**config.mk**
```make
export PLATFORM = sky130hd
export DESIGN_NAME = g0_cmd
export DESIGN_NICKNAME = d
export VERILOG_FILES = /design/src/inc/g0_cmd_pkg.sv /design/src/design/sync_two.sv /design/src/design/g0_cmd.sv
export VERILOG_INCLUDE_DIRS = /design/src /design/src/inc
export SDC_FILE = /design/constraint.sdc
export NUM_CORES = 1
export LEC_CHECK = 0
export BUFFER_PORTS_ARGS = -buffer_cell sky130_fd_sc_hd__buf_2
export CORE_MARGIN = 2
export CORE_UTILIZATION = 45
export DETAILED_ROUTE_END_ITERATION = 16
export MAX_ROUTING_LAYER = met4
export SKIP_CTS_REPAIR_TIMING = 1
export SLEW_MARGIN = 20
export SYNTH_ARGS = -nofsm -noshare
export SYNTH_HDL_FRONTEND = slang
export SYNTH_SLANG_ARGS = --single-unit
```
**constraint.sdc**
```tcl
create_clock -name core_clk -period 7.9 [get_ports core_clk]
set_input_delay 0.395 -clock core_clk [delete_from_list [all_inputs] [get_ports core_clk]]
set_output_delay 0.395 -clock core_clk [all_outputs]
set_load 0.01 [all_outputs]
```
**src/inc/g0_cmd_defs.svh**
```systemverilog
`ifndef G0_CMD_DEFS_SVH
`define G0_CMD_DEFS_SVH

// Register byte offsets
`define REG_CDB_LO      8'h00
`define REG_CDB_HI      8'h04
`define REG_CMD         8'h08
`define REG_EVENT       8'h0C
`define REG_STATUS      8'h10
`define REG_XFER        8'h14
`define REG_DEFECT      8'h18

// Command register fields
`define CMD_INIT_LSB    0
`define CMD_LUN_GIVEN   3
`define CMD_HW_ERR      4
`define CMD_BUS_FATAL   5
`define CMD_GO          8

// Event register fields
`define EV_BUS_FREE     0
`define EV_RESEL_TO     1
`define EV_PRIO_RES     2
`define EV_ABORT        3
`define EV_BDR          4
`define EV_BUS_RESET    5
`define EV_UA_SET       6

// Defect register fields
`define DEF_FACTORY     0
`define DEF_GO          1

// Opcodes
`define OP_TUR          8'h00
`define OP_REZERO       8'h01
`define OP_SENSE        8'h03
`define OP_FORMAT       8'h04
`define OP_NOP          8'h0D

// Status bytes
`define ST_GOOD         8'h00
`define ST_CHECK        8'h02
`define ST_BUSY         8'h08
`define ST_INTER        8'h10

// Sense keys and codes
`define KEY_NONE        4'h0
`define KEY_NOT_READY   4'h2
`define KEY_HW          4'h4
`define KEY_ILLEGAL     4'h5
`define KEY_UA          4'h6
`define KEY_ABORTED     4'hB
`define CODE_NONE       8'h00
`define CODE_NOT_RDY    8'h04
`define CODE_NO_CFG     8'h3E
`define CODE_CFG_FAIL   8'h4C
`define CODE_BAD_OP     8'h20
`define CODE_BAD_FIELD  8'h24
`define CODE_UA         8'h29
`define CODE_HW_XFER    8'h44
`define CODE_BUS_ERR    8'h47

// Configuration record states
`define CFG_IDLE        2'h0
`define CFG_READING     2'h1
`define CFG_FAILED      2'h2
`define CFG_DONE        2'h3

// Sense transfer lengths
`define SENSE_LEN       6'h30
`define SENSE_ZERO_LEN  6'h04

`endif

```
**src/inc/g0_cmd_pkg.sv**
```systemverilog
package g0_cmd_pkg;

    typedef logic [7:0] byte_t;

    typedef enum logic [1:0]
    {
        fmt_block,
        fmt_index,
        fmt_phys,
        fmt_bad
    } list_fmt_e;

endpackage : g0_cmd_pkg

```
**src/design/sync_two.sv**
```systemverilog
`timescale 1ns/1ps

module sync_two #(
    parameter int W = 1
) (
    input  wire logic         core_clk,
    input  wire logic         rst,
    input  wire logic [W-1:0] din,
    output logic      [W-1:0] dout
);
    logic [W-1:0] stage;

    always_ff @(posedge core_clk or posedge rst)
    begin
        if (rst)
        begin
            stage <= '0;
            dout  <= '0;
        end
        else
        begin
            stage <= din;
            dout  <= stage;
        end
    end
endmodule : sync_two

```
**src/design/g0_cmd.sv**
```systemverilog
// Behaviour
// - Ready, configured, permitted: unit check GOOD.
// - Drive not ready: CHECK, key 2 code 04.
// - Configuration pending: BUSY, key 2 code 3E.
// - Configuration read failed: CHECK, key 4 code 4C.
// - Rezero homes head, clears latched faults.
// - Sense length is min(count, 48) for nonzero count.
// - Sense made on check, busy and bus events.
// - No unit number given, no sense made.
// - Sense kept until delivered or other command except NOP.
// - Abort, device reset, bus reset discard sense.
// - Sense fetch reports and clears unit attention.
// - Zero count sends four bytes, clears sense.
// - Sense fetch checks only on listed errors.
// - No stored sense plus hardware error: report, GOOD.
// - Format decodes flags, list code, interleave.
// - Format flag set requests parameter list.
// - Complete flag replaces grown list, else appends.
// - List codes 000, 100, 101 accepted.
// - Interleave ignored, blocks laid contiguously.
// - Host defects recorded into grown list.
// - Factory list read only, changes refused.
// - Linked success gives intermediate; stops otherwise.
`timescale 1ns/1ps
`include "g0_cmd_defs.svh"

module g0_cmd (
    input  wire logic        core_clk,
    input  wire logic        rst,
    input  wire logic        wb_cyc,
    input  wire logic        wb_stb,
    input  wire logic        wb_we,
    input  wire logic [7:0]  wb_adr,
    input  wire logic [3:0]  wb_sel,
    input  wire logic [31:0] wb_wdata,
    output logic      [31:0] wb_rdata,
    output logic             wb_ack,
    input  wire logic        drive_ready,
    input  wire logic [1:0]  cfg_state,
    input  wire logic        drive_fault,
    output logic             head_home,
    output logic             format_start,
    output logic             param_list_req,
    output logic             grown_replace,
    output logic             grown_update
);
    logic [3:0]  pins_s;
    logic        rdy_s;
    logic [1:0]  cfg_s;
    logic        fault_s;
    logic [7:0]  cdb [6];
    logic [2:0]  init_id;
    logic        lun_given;
    logic        hw_err;
    logic        bus_fatal;
    logic [7:0]  status;
    logic [3:0]  res_key;
    logic [7:0]  res_code;
    logic [5:0]  xfer_len;
    logic        seek_fault;
    logic        link_active;
    logic        factory_refused;
    logic [3:0]  s_key [8];
    logic [7:0]  s_code [8];
    logic [7:0]  s_valid;
    logic [7:0]  ua;
    logic        wr;
    logic        exec;
    logic        ev_wr;
    logic        def_wr;
    logic [7:0]  next_status;
    logic [3:0]  next_key;
    logic [7:0]  next_code;
    logic [5:0]  next_len;
    logic        gen_sense;
    logic        clr_sense;
    logic        clr_ua;
    logic        do_home;
    logic        do_format;
    logic        fmt_ok;
    logic [31:0] next_rdata;
    logic        cmd_lo;
    logic [2:0]  cur_init;
    logic        cur_lun;
    logic        cur_hw;
    logic        cur_fatal;
    g0_cmd_pkg::list_fmt_e list_fmt;

    sync_two #(.W(4)) u_sync (
        .core_clk (core_clk),
        .rst      (rst),
        .din      ({drive_fault, cfg_state, drive_ready}),
        .dout     (pins_s)
    );
    assign rdy_s   = pins_s[0];
    assign cfg_s   = pins_s[2:1];
    assign fault_s = pins_s[3];

    function automatic g0_cmd_pkg::list_fmt_e decode_fmt(input logic [2:0] code);
        case (code)
            3'b000:  decode_fmt = g0_cmd_pkg::fmt_block;
            3'b100:  decode_fmt = g0_cmd_pkg::fmt_index;
            3'b101:  decode_fmt = g0_cmd_pkg::fmt_phys;
            default: decode_fmt = g0_cmd_pkg::fmt_bad;
        endcase
    endfunction : decode_fmt

    function automatic logic [5:0] sense_len(input logic [7:0] count);
        if (count == 8'h00)
            sense_len = `SENSE_ZERO_LEN;
        else if (count > {2'b00, `SENSE_LEN})
            sense_len = `SENSE_LEN;
        else
            sense_len = count[5:0];
    endfunction : sense_len

    assign wr     = wb_cyc & wb_stb & wb_we & ~wb_ack;
    assign exec   = wr & (wb_adr == `REG_CMD) & wb_sel[1] & wb_wdata[`CMD_GO];
    assign ev_wr  = wr & (wb_adr == `REG_EVENT) & wb_sel[0];
    assign def_wr = wr & (wb_adr == `REG_DEFECT) & wb_sel[0] & wb_wdata[`DEF_GO];

    // Qualifiers written alongside go apply to that same command
    assign cmd_lo    = wr & (wb_adr == `REG_CMD) & wb_sel[0];
    assign cur_init  = cmd_lo ? wb_wdata[`CMD_INIT_LSB +: 3] : init_id;
    assign cur_lun   = cmd_lo ? wb_wdata[`CMD_LUN_GIVEN] : lun_given;
    assign cur_hw    = cmd_lo ? wb_wdata[`CMD_HW_ERR] : hw_err;
    assign cur_fatal = cmd_lo ? wb_wdata[`CMD_BUS_FATAL] : bus_fatal;

    always_ff @(posedge core_clk or posedge rst)
    begin
        if (rst)
            wb_ack <= 1'b0;
        else
            wb_ack <= wb_cyc & wb_stb & ~wb_ack;
    end

    // CDB bytes and command qualifiers
    always_ff @(posedge core_clk or posedge rst)
    begin
        if (rst)
        begin
            for (int i = 0; i < 6; i++)
                cdb[i] <= 8'h00;
            init_id   <= 3'h0;
            lun_given <= 1'b0;
            hw_err    <= 1'b0;
            bus_fatal <= 1'b0;
        end
        else if (wr)
        begin
            for (int i = 0; i < 4; i++)
                if (wb_adr == `REG_CDB_LO && wb_sel[i])
                    cdb[i] <= wb_wdata[8*i +: 8];
            for (int i = 0; i < 2; i++)
                if (wb_adr == `REG_CDB_HI && wb_sel[i])
                    cdb[4+i] <= wb_wdata[8*i +: 8];
            if (wb_adr == `REG_CMD && wb_sel[0])
            begin
                init_id   <= wb_wdata[`CMD_INIT_LSB +: 3];
                lun_given <= wb_wdata[`CMD_LUN_GIVEN];
                hw_err    <= wb_wdata[`CMD_HW_ERR];
                bus_fatal <= wb_wdata[`CMD_BUS_FATAL];
            end
        end
    end

    assign list_fmt = decode_fmt(cdb[1][2:0]);
    assign fmt_ok   = ~cdb[1][4] | (list_fmt != g0_cmd_pkg::fmt_bad);

    // Command execution outcome
    always_comb
    begin
        next_status = `ST_GOOD;
        next_key    = `KEY_NONE;
        next_code   = `CODE_NONE;
        next_len    = 6'h00;
        gen_sense   = 1'b0;
        clr_sense   = 1'b0;
        clr_ua      = 1'b0;
        do_home     = 1'b0;
        do_format   = 1'b0;
        case (cdb[0])
            `OP_TUR:
            begin
                if (!rdy_s)
                begin
                    next_status = `ST_CHECK;
                    next_key    = `KEY_NOT_READY;
                    next_code   = `CODE_NOT_RDY;
                end
                else if (cfg_s == `CFG_IDLE || cfg_s == `CFG_READING)
                begin
                    next_status = `ST_BUSY;
                    next_key    = `KEY_NOT_READY;
                    next_code   = `CODE_NO_CFG;
                end
                else if (cfg_s == `CFG_FAILED)
                begin
                    next_status = `ST_CHECK;
                    next_key    = `KEY_HW;
                    next_code   = `CODE_CFG_FAIL;
                end
            end
            `OP_REZERO:
            begin
                if (!rdy_s)
                begin
                    next_status = `ST_CHECK;
                    next_key    = `KEY_NOT_READY;
                    next_code   = `CODE_NOT_RDY;
                end
                else
                    do_home = 1'b1;
            end
            `OP_SENSE:
            begin
                if (cdb[2] != 8'h00 || cdb[3] != 8'h00 || cdb[1][4:0] != 5'h00)
                begin
                    next_status = `ST_CHECK;
                    next_key    = `KEY_ILLEGAL;
                    next_code   = `CODE_BAD_FIELD;
                end
                else if (cur_fatal || (cur_hw && s_valid[cur_init]))
                begin
                    next_status = `ST_CHECK;
                    next_key    = cur_fatal ? `KEY_ABORTED : `KEY_HW;
                    next_code   = cur_fatal ? `CODE_BUS_ERR : `CODE_HW_XFER;
                end
                else
                begin
                    next_len  = sense_len(cdb[4]);
                    clr_sense = 1'b1;
                    if (ua[cur_init])
                    begin
                        next_key  = `KEY_UA;
                        next_code = `CODE_UA;
                        clr_ua    = 1'b1;
                    end
                    else if (s_valid[cur_init])
                    begin
                        next_key  = s_key[cur_init];
                        next_code = s_code[cur_init];
                    end
                    else if (cur_hw)
                    begin
                        next_key  = `KEY_HW;
                        next_code = `CODE_HW_XFER;
                    end
                end
            end
            `OP_FORMAT:
            begin
                if (!fmt_ok || cdb[2] != 8'h00)
                begin
                    next_status = `ST_CHECK;
                    next_key    = `KEY_ILLEGAL;
                    next_code   = `CODE_BAD_FIELD;
                end
                else if (!rdy_s)
                begin
                    next_status = `ST_CHECK;
                    next_key    = `KEY_NOT_READY;
                    next_code   = `CODE_NOT_RDY;
                end
                else
                    do_format = 1'b1;
            end
            `OP_NOP:
                next_status = `ST_GOOD;
            default:
            begin
                next_status = `ST_CHECK;
                next_key    = `KEY_ILLEGAL;
                next_code   = `CODE_BAD_OP;
            end
        endcase
        if (next_status != `ST_GOOD)
            gen_sense = cur_lun;
        else if (cdb[0] != `OP_NOP)
            clr_sense = 1'b1;
        if (next_status == `ST_GOOD && cdb[5][0])
            next_status = `ST_INTER;
    end

    // Outcome registers
    always_ff @(posedge core_clk or posedge rst)
    begin
        if (rst)
        begin
            status      <= `ST_GOOD;
            res_key     <= `KEY_NONE;
            res_code    <= `CODE_NONE;
            xfer_len    <= 6'h00;
            link_active <= 1'b0;
        end
        else if (exec)
        begin
            status      <= next_status;
            res_key     <= next_key;
            res_code    <= next_code;
            xfer_len    <= next_len;
            link_active <= (next_status == `ST_INTER);
        end
    end

    // Per-initiator sense store and unit attention
    always_ff @(posedge core_clk or posedge rst)
    begin
        if (rst)
        begin
            s_valid <= 8'h00;
            ua      <= 8'h00;
            for (int i = 0; i < 8; i++)
            begin
                s_key[i]  <= `KEY_NONE;
                s_code[i] <= `CODE_NONE;
            end
        end
        else if (exec)
        begin
            if (gen_sense)
            begin
                s_valid[cur_init] <= 1'b1;
                s_key[cur_init]   <= next_key;
                s_code[cur_init]  <= next_code;
            end
            else if (clr_sense)
                s_valid[cur_init] <= 1'b0;
            if (clr_ua)
                ua[cur_init] <= 1'b0;
        end
        else if (ev_wr)
        begin
            if (wb_wdata[`EV_BDR] || wb_wdata[`EV_BUS_RESET])
                s_valid <= 8'h00;
            else if (wb_wdata[`EV_ABORT])
                s_valid[init_id] <= 1'b0;
            else if (lun_given && (wb_wdata[`EV_BUS_FREE] || wb_wdata[`EV_RESEL_TO]
                     || wb_wdata[`EV_PRIO_RES]))
            begin
                s_valid[init_id] <= 1'b1;
                s_key[init_id]   <= `KEY_ABORTED;
                s_code[init_id]  <= `CODE_BUS_ERR;
            end
            if (wb_wdata[`EV_UA_SET])
                ua[init_id] <= 1'b1;
        end
    end

    // Fault latch: a new fault wins over a rezero clear
    always_ff @(posedge core_clk or posedge rst)
    begin
        if (rst)
            seek_fault <= 1'b0;
        else
            seek_fault <= fault_s | (seek_fault & ~(exec & do_home));
    end

    // Drive-side strobes and held format flags
    always_ff @(posedge core_clk or posedge rst)
    begin
        if (rst)
        begin
            head_home      <= 1'b0;
            format_start   <= 1'b0;
            param_list_req <= 1'b0;
            grown_replace  <= 1'b0;
        end
        else
        begin
            head_home    <= exec & do_home;
            format_start <= exec & do_format;
            if (exec & do_format)
            begin
                param_list_req <= cdb[1][4];
                grown_replace  <= cdb[1][3];
            end
        end
    end

    // Defect list edits: factory list never changes
    always_ff @(posedge core_clk or posedge rst)
    begin
        if (rst)
        begin
            grown_update    <= 1'b0;
            factory_refused <= 1'b0;
        end
        else
        begin
            grown_update <= def_wr & ~wb_wdata[`DEF_FACTORY];
            if (def_wr)
                factory_refused <= wb_wdata[`DEF_FACTORY];
        end
    end

    always_comb
    begin
        next_rdata = 32'h0000_0000;
        case (wb_adr)
            `REG_CDB_LO: next_rdata = {cdb[3], cdb[2], cdb[1], cdb[0]};
            `REG_CDB_HI: next_rdata = {16'h0000, cdb[5], cdb[4]};
            `REG_CMD:    next_rdata = {26'h0, bus_fatal, hw_err, lun_given, init_id};
            `REG_STATUS: next_rdata = {4'h0, s_valid[init_id], link_active, seek_fault,
                                       ua[init_id], res_code, 4'h0, res_key, status};
            `REG_XFER:   next_rdata = {cdb[3], cdb[4], 3'h0, cdb[1][2:0], cdb[1][3],
                                       cdb[1][4], 2'h0, xfer_len};
            `REG_DEFECT: next_rdata = {31'h0, factory_refused};
            default:     next_rdata = 32'h0000_0000;
        endcase
    end

    always_ff @(posedge core_clk or posedge rst)
    begin
        if (rst)
            wb_rdata <= 32'h0000_0000;
        else if (wb_cyc & wb_stb & ~wb_ack)
            wb_rdata <= next_rdata;
    end
endmodule : g0_cmd

```
==> out/qor.yml <==
global_routing:
  gr-total-overflow: 0
  met1_usage: 0.429
  grt_util_met2: 0.405
  grt_pass1_wl_um: 57900
  grt_util_met3: 0.0462
  grt_pass1_vias: 9511
  grt_max_degree: 96
  antenna_found_initial: 1
  busiest_layer: "met1"
  globalRouteTotalUtil: 0.289
floorplan:
  dieArea_um2: 27200
  die_w_um: 165
  core_area_um2: 25300
  die_y_um: 165
  ios: 91
  start_util: 0.460
  core.rowCount: 58
clocking:
  htreeDepth: 1
  cts_tree: "yes"
  cts-buffers-inserted: 26
  clkLatencyLatePin_ps: 550
  cts.reportedPaths.clkPinSlew_ps: 70
  cts_buffer_depth: 3
  cts_sinks: 236
  ctsRootBufferMaster: "clkbuf_16"
cells_and_area:
  fin_nets: 1332
  areaGrowthSynthToFinish_pct: 13.9
  layout-drive-gt1-share: 0.192
power:
  cellLeakagePower_nw: 6.11
  p_int_mw: 1.95
  p_seq_frac: 0.482
  power_frac_comb: 0.040
  power_switching_mw: 0.575
  power.share.clock: 0.478
  finalPower_mw: 2.53
  peakVddDrop_v: 0.000200
  cellPowerDensity_nw_per_um2: 190
  switching_share: 0.227
logic_synthesis:
  syn_inst: 1202
  synth.most_common_cell: "dfrtp_1"
  synth_top_family_by_area: "compound AO/OA/AOI/OAI gates"
  synth.cell_area_um2: 11700
  synth_xor_xnor_area_share: 0
  yosys.area.top_type: "dfrtp_1"
  synth_top_area_share: 0.506
  ys_types: 83
  yosys_warnings: 0
  ys_seq_area_frac: 0.506
  synth_nets: 1255
  synthTopCellsByCount: "236 x dfrtp_1, 158 x nand2_1, 118 x a21oi_1"
  synth_edf_count: 0
  synthSimpleGateAreaFrac: 0.161
  async_flop_share: 1.00
  synth.avg_cell_area_um2: 9.70
  synth_mux_area_frac: 0.0864
  synth_area_leaders: "dfrtp_1 51%, mux2_2 6.7%, nand2_1 5.1%"
  synth_compound_area_frac: 0.220
  synth-seq-cells: 236
  yosys.area_share.adder: 0
  synth_flop_cell: "dfrtp_1"
setup_path:
  path_class: "reg -> reg"
  crit_arrival_ps: 4440
  slowest_stage: "nor4_1"
  cp-end-kind: "register"
  crit_fanout: 15
  max_stage_delay_ps: 890
  crit_required_ps: 8260
  cp_num_buf_inv: 0
  setup.worst_path.start_class: "register"
  cpLargestDelayFamily: "simple AND/OR/NAND/NOR gates"
  path_cells: "nor4_1 > nand3b_1 > nor3b_1 > nand2b_1 > nand3_1 > o21a_2 > nor2_4 > a211oi_2 > a32oi_1"
sta:
  fin_tns_setup_ps: 0
  fmax_mhz: 245
  finalHoldViolations: 25
  period_minus_slack_ps: 4080
  hold_slack_ps: -62.2
  final_max_slew_viol_count: 0
  tightest_slew_ps: 1110
  finClkSkew_ps: 21.9
  rsz0062_at_grt: "no"
  final.period_utilization: 0.516
  setup_violations: 0
  max_slew_margin: 0.262
flow_run:
  maxCapViolCount: 0
status:
  outcome: "finished with violations"
  violations: "negative hold slack"
placed_design:
  post-dp-hpwl_um: 27000
  gp_congestion: 0.948
  io_buffers: 90
hold_path:
  min_path_type: "in -> async"
drt:
  vias: 10152
  drt-initial-drc-count: 1095
  drcViolationCount: 0
  wl_per_cell_um: 23.3
  via_per_inst: 6.24
  drt_pass1_iterations: 5
  routed_wl_um: 38000
  ant_nets: 0
-- metal layers --
metal  vias up  share of wire
met5         -              0
met4         0          0.030
met3        80          0.077
met2       436           0.43
met1      5052           0.46
li1       4584              -
-- state kept, by name, summed over array words and instances, names as in the netlist, 4 cells and up, named ones only --
name          cells
u_sync.dout       4
u_sync.stage      4
ua                8
xfer_len          6
cdb              48
wb_rdata         32
res_code          8
res_key           4
s_key            32
s_code           64
-- worst reg2reg max path: cells and delay by family, from the launching register on --
family          cells  cell delay [ps]
simple gates        6             2270
flops               1              400
compound gates      3             1230
-- worst paths after layout --
kind                                  from              to  slack [ps]  cells after the start
min                                    rst           ua[6]         -60                      2
max in group asynchronous              rst      s_code[45]        6670                      3
max reg2reg                        cdb[47]      s_code[30]        3820                      9
max                                cdb[47]      s_code[30]        3820                      9
min in group core_clk         wb_wdata[28]         cdb[20]          90                      2
min reg2reg                u_sync.stage[0]  u_sync.dout[0]         350                      0
-- kinds of logic (layout without fill, tap and decap cells) --
group                  after synthesis  count (layout)
AND/OR/NAND/NOR                    396             396
flip-flops                         236             236
other                                0               1
buffers and inverters               73             168
AO/OA/AOI/OAI                      405             405
multiplexers                        92              92
-- placed cells by master (no fill, tap or decap), drive strengths merged, types with 6 or more instances in the layout --
cell type	count
a21boi	6
a22o	10
a211oi	15
a21oi	119
or3	7
nor2b	10
buf	106
mux2i	23
and2	19
nor2	93
o22ai	40
o21ai	119
dfrtp	236
a22oi	24
nand4	6
nor3	35
a2bb2oi	6
nor4	9
a31oi	11
o211ai	7
inv	11
or4	6
nand2	160
nand2b	10
o31ai	11
clkbuf	40
mux2	69
and3	7
nand3	16
-- per-stage QoR --
step / worst slack, ps / utilization / cells / hold WS [ps] / instance area (um^2)
after floorplan: 1030 / - / 1202 / 331 / 11700
after global placement: 3530 / 0.490 / 1577 / 333 / 12400
after detailed placement: 3550 / 0.490 / 1577 / 335 / 12400
after CTS: 3900 / 0.523 / 1623 / -45.6 / 13200
after global routing: 3590 / 0.525 / 1628 / 1.47 / 13300
final: 3820 / 0.525 / 1628 / -62.2 / 13300
-- final cells by class --
cell class                 instances  area [um^2]
clock inverter                     6         57.6
fill                            2387        12000
antenna                            1         2.50
timing repair buffer             110          614
sequential                       236         5910
inverter                          12         52.6
clock buffer                      40          785
multi-input combinational        893         5460
tap                              330          413
-- power by group through the flow --
stage                     logic (mW)  clock network [mW]  registers, mW
after floorplan               0.0583                   0           1.24
after global placement        0.0986                   0           1.24
after detailed placement      0.0988                   0           1.24
after CTS                     0.0992                1.22           1.22
after global routing           0.111                1.28           1.22
final                          0.100                1.21           1.22
Note: power is estimated with default switching activity, not from simulation.
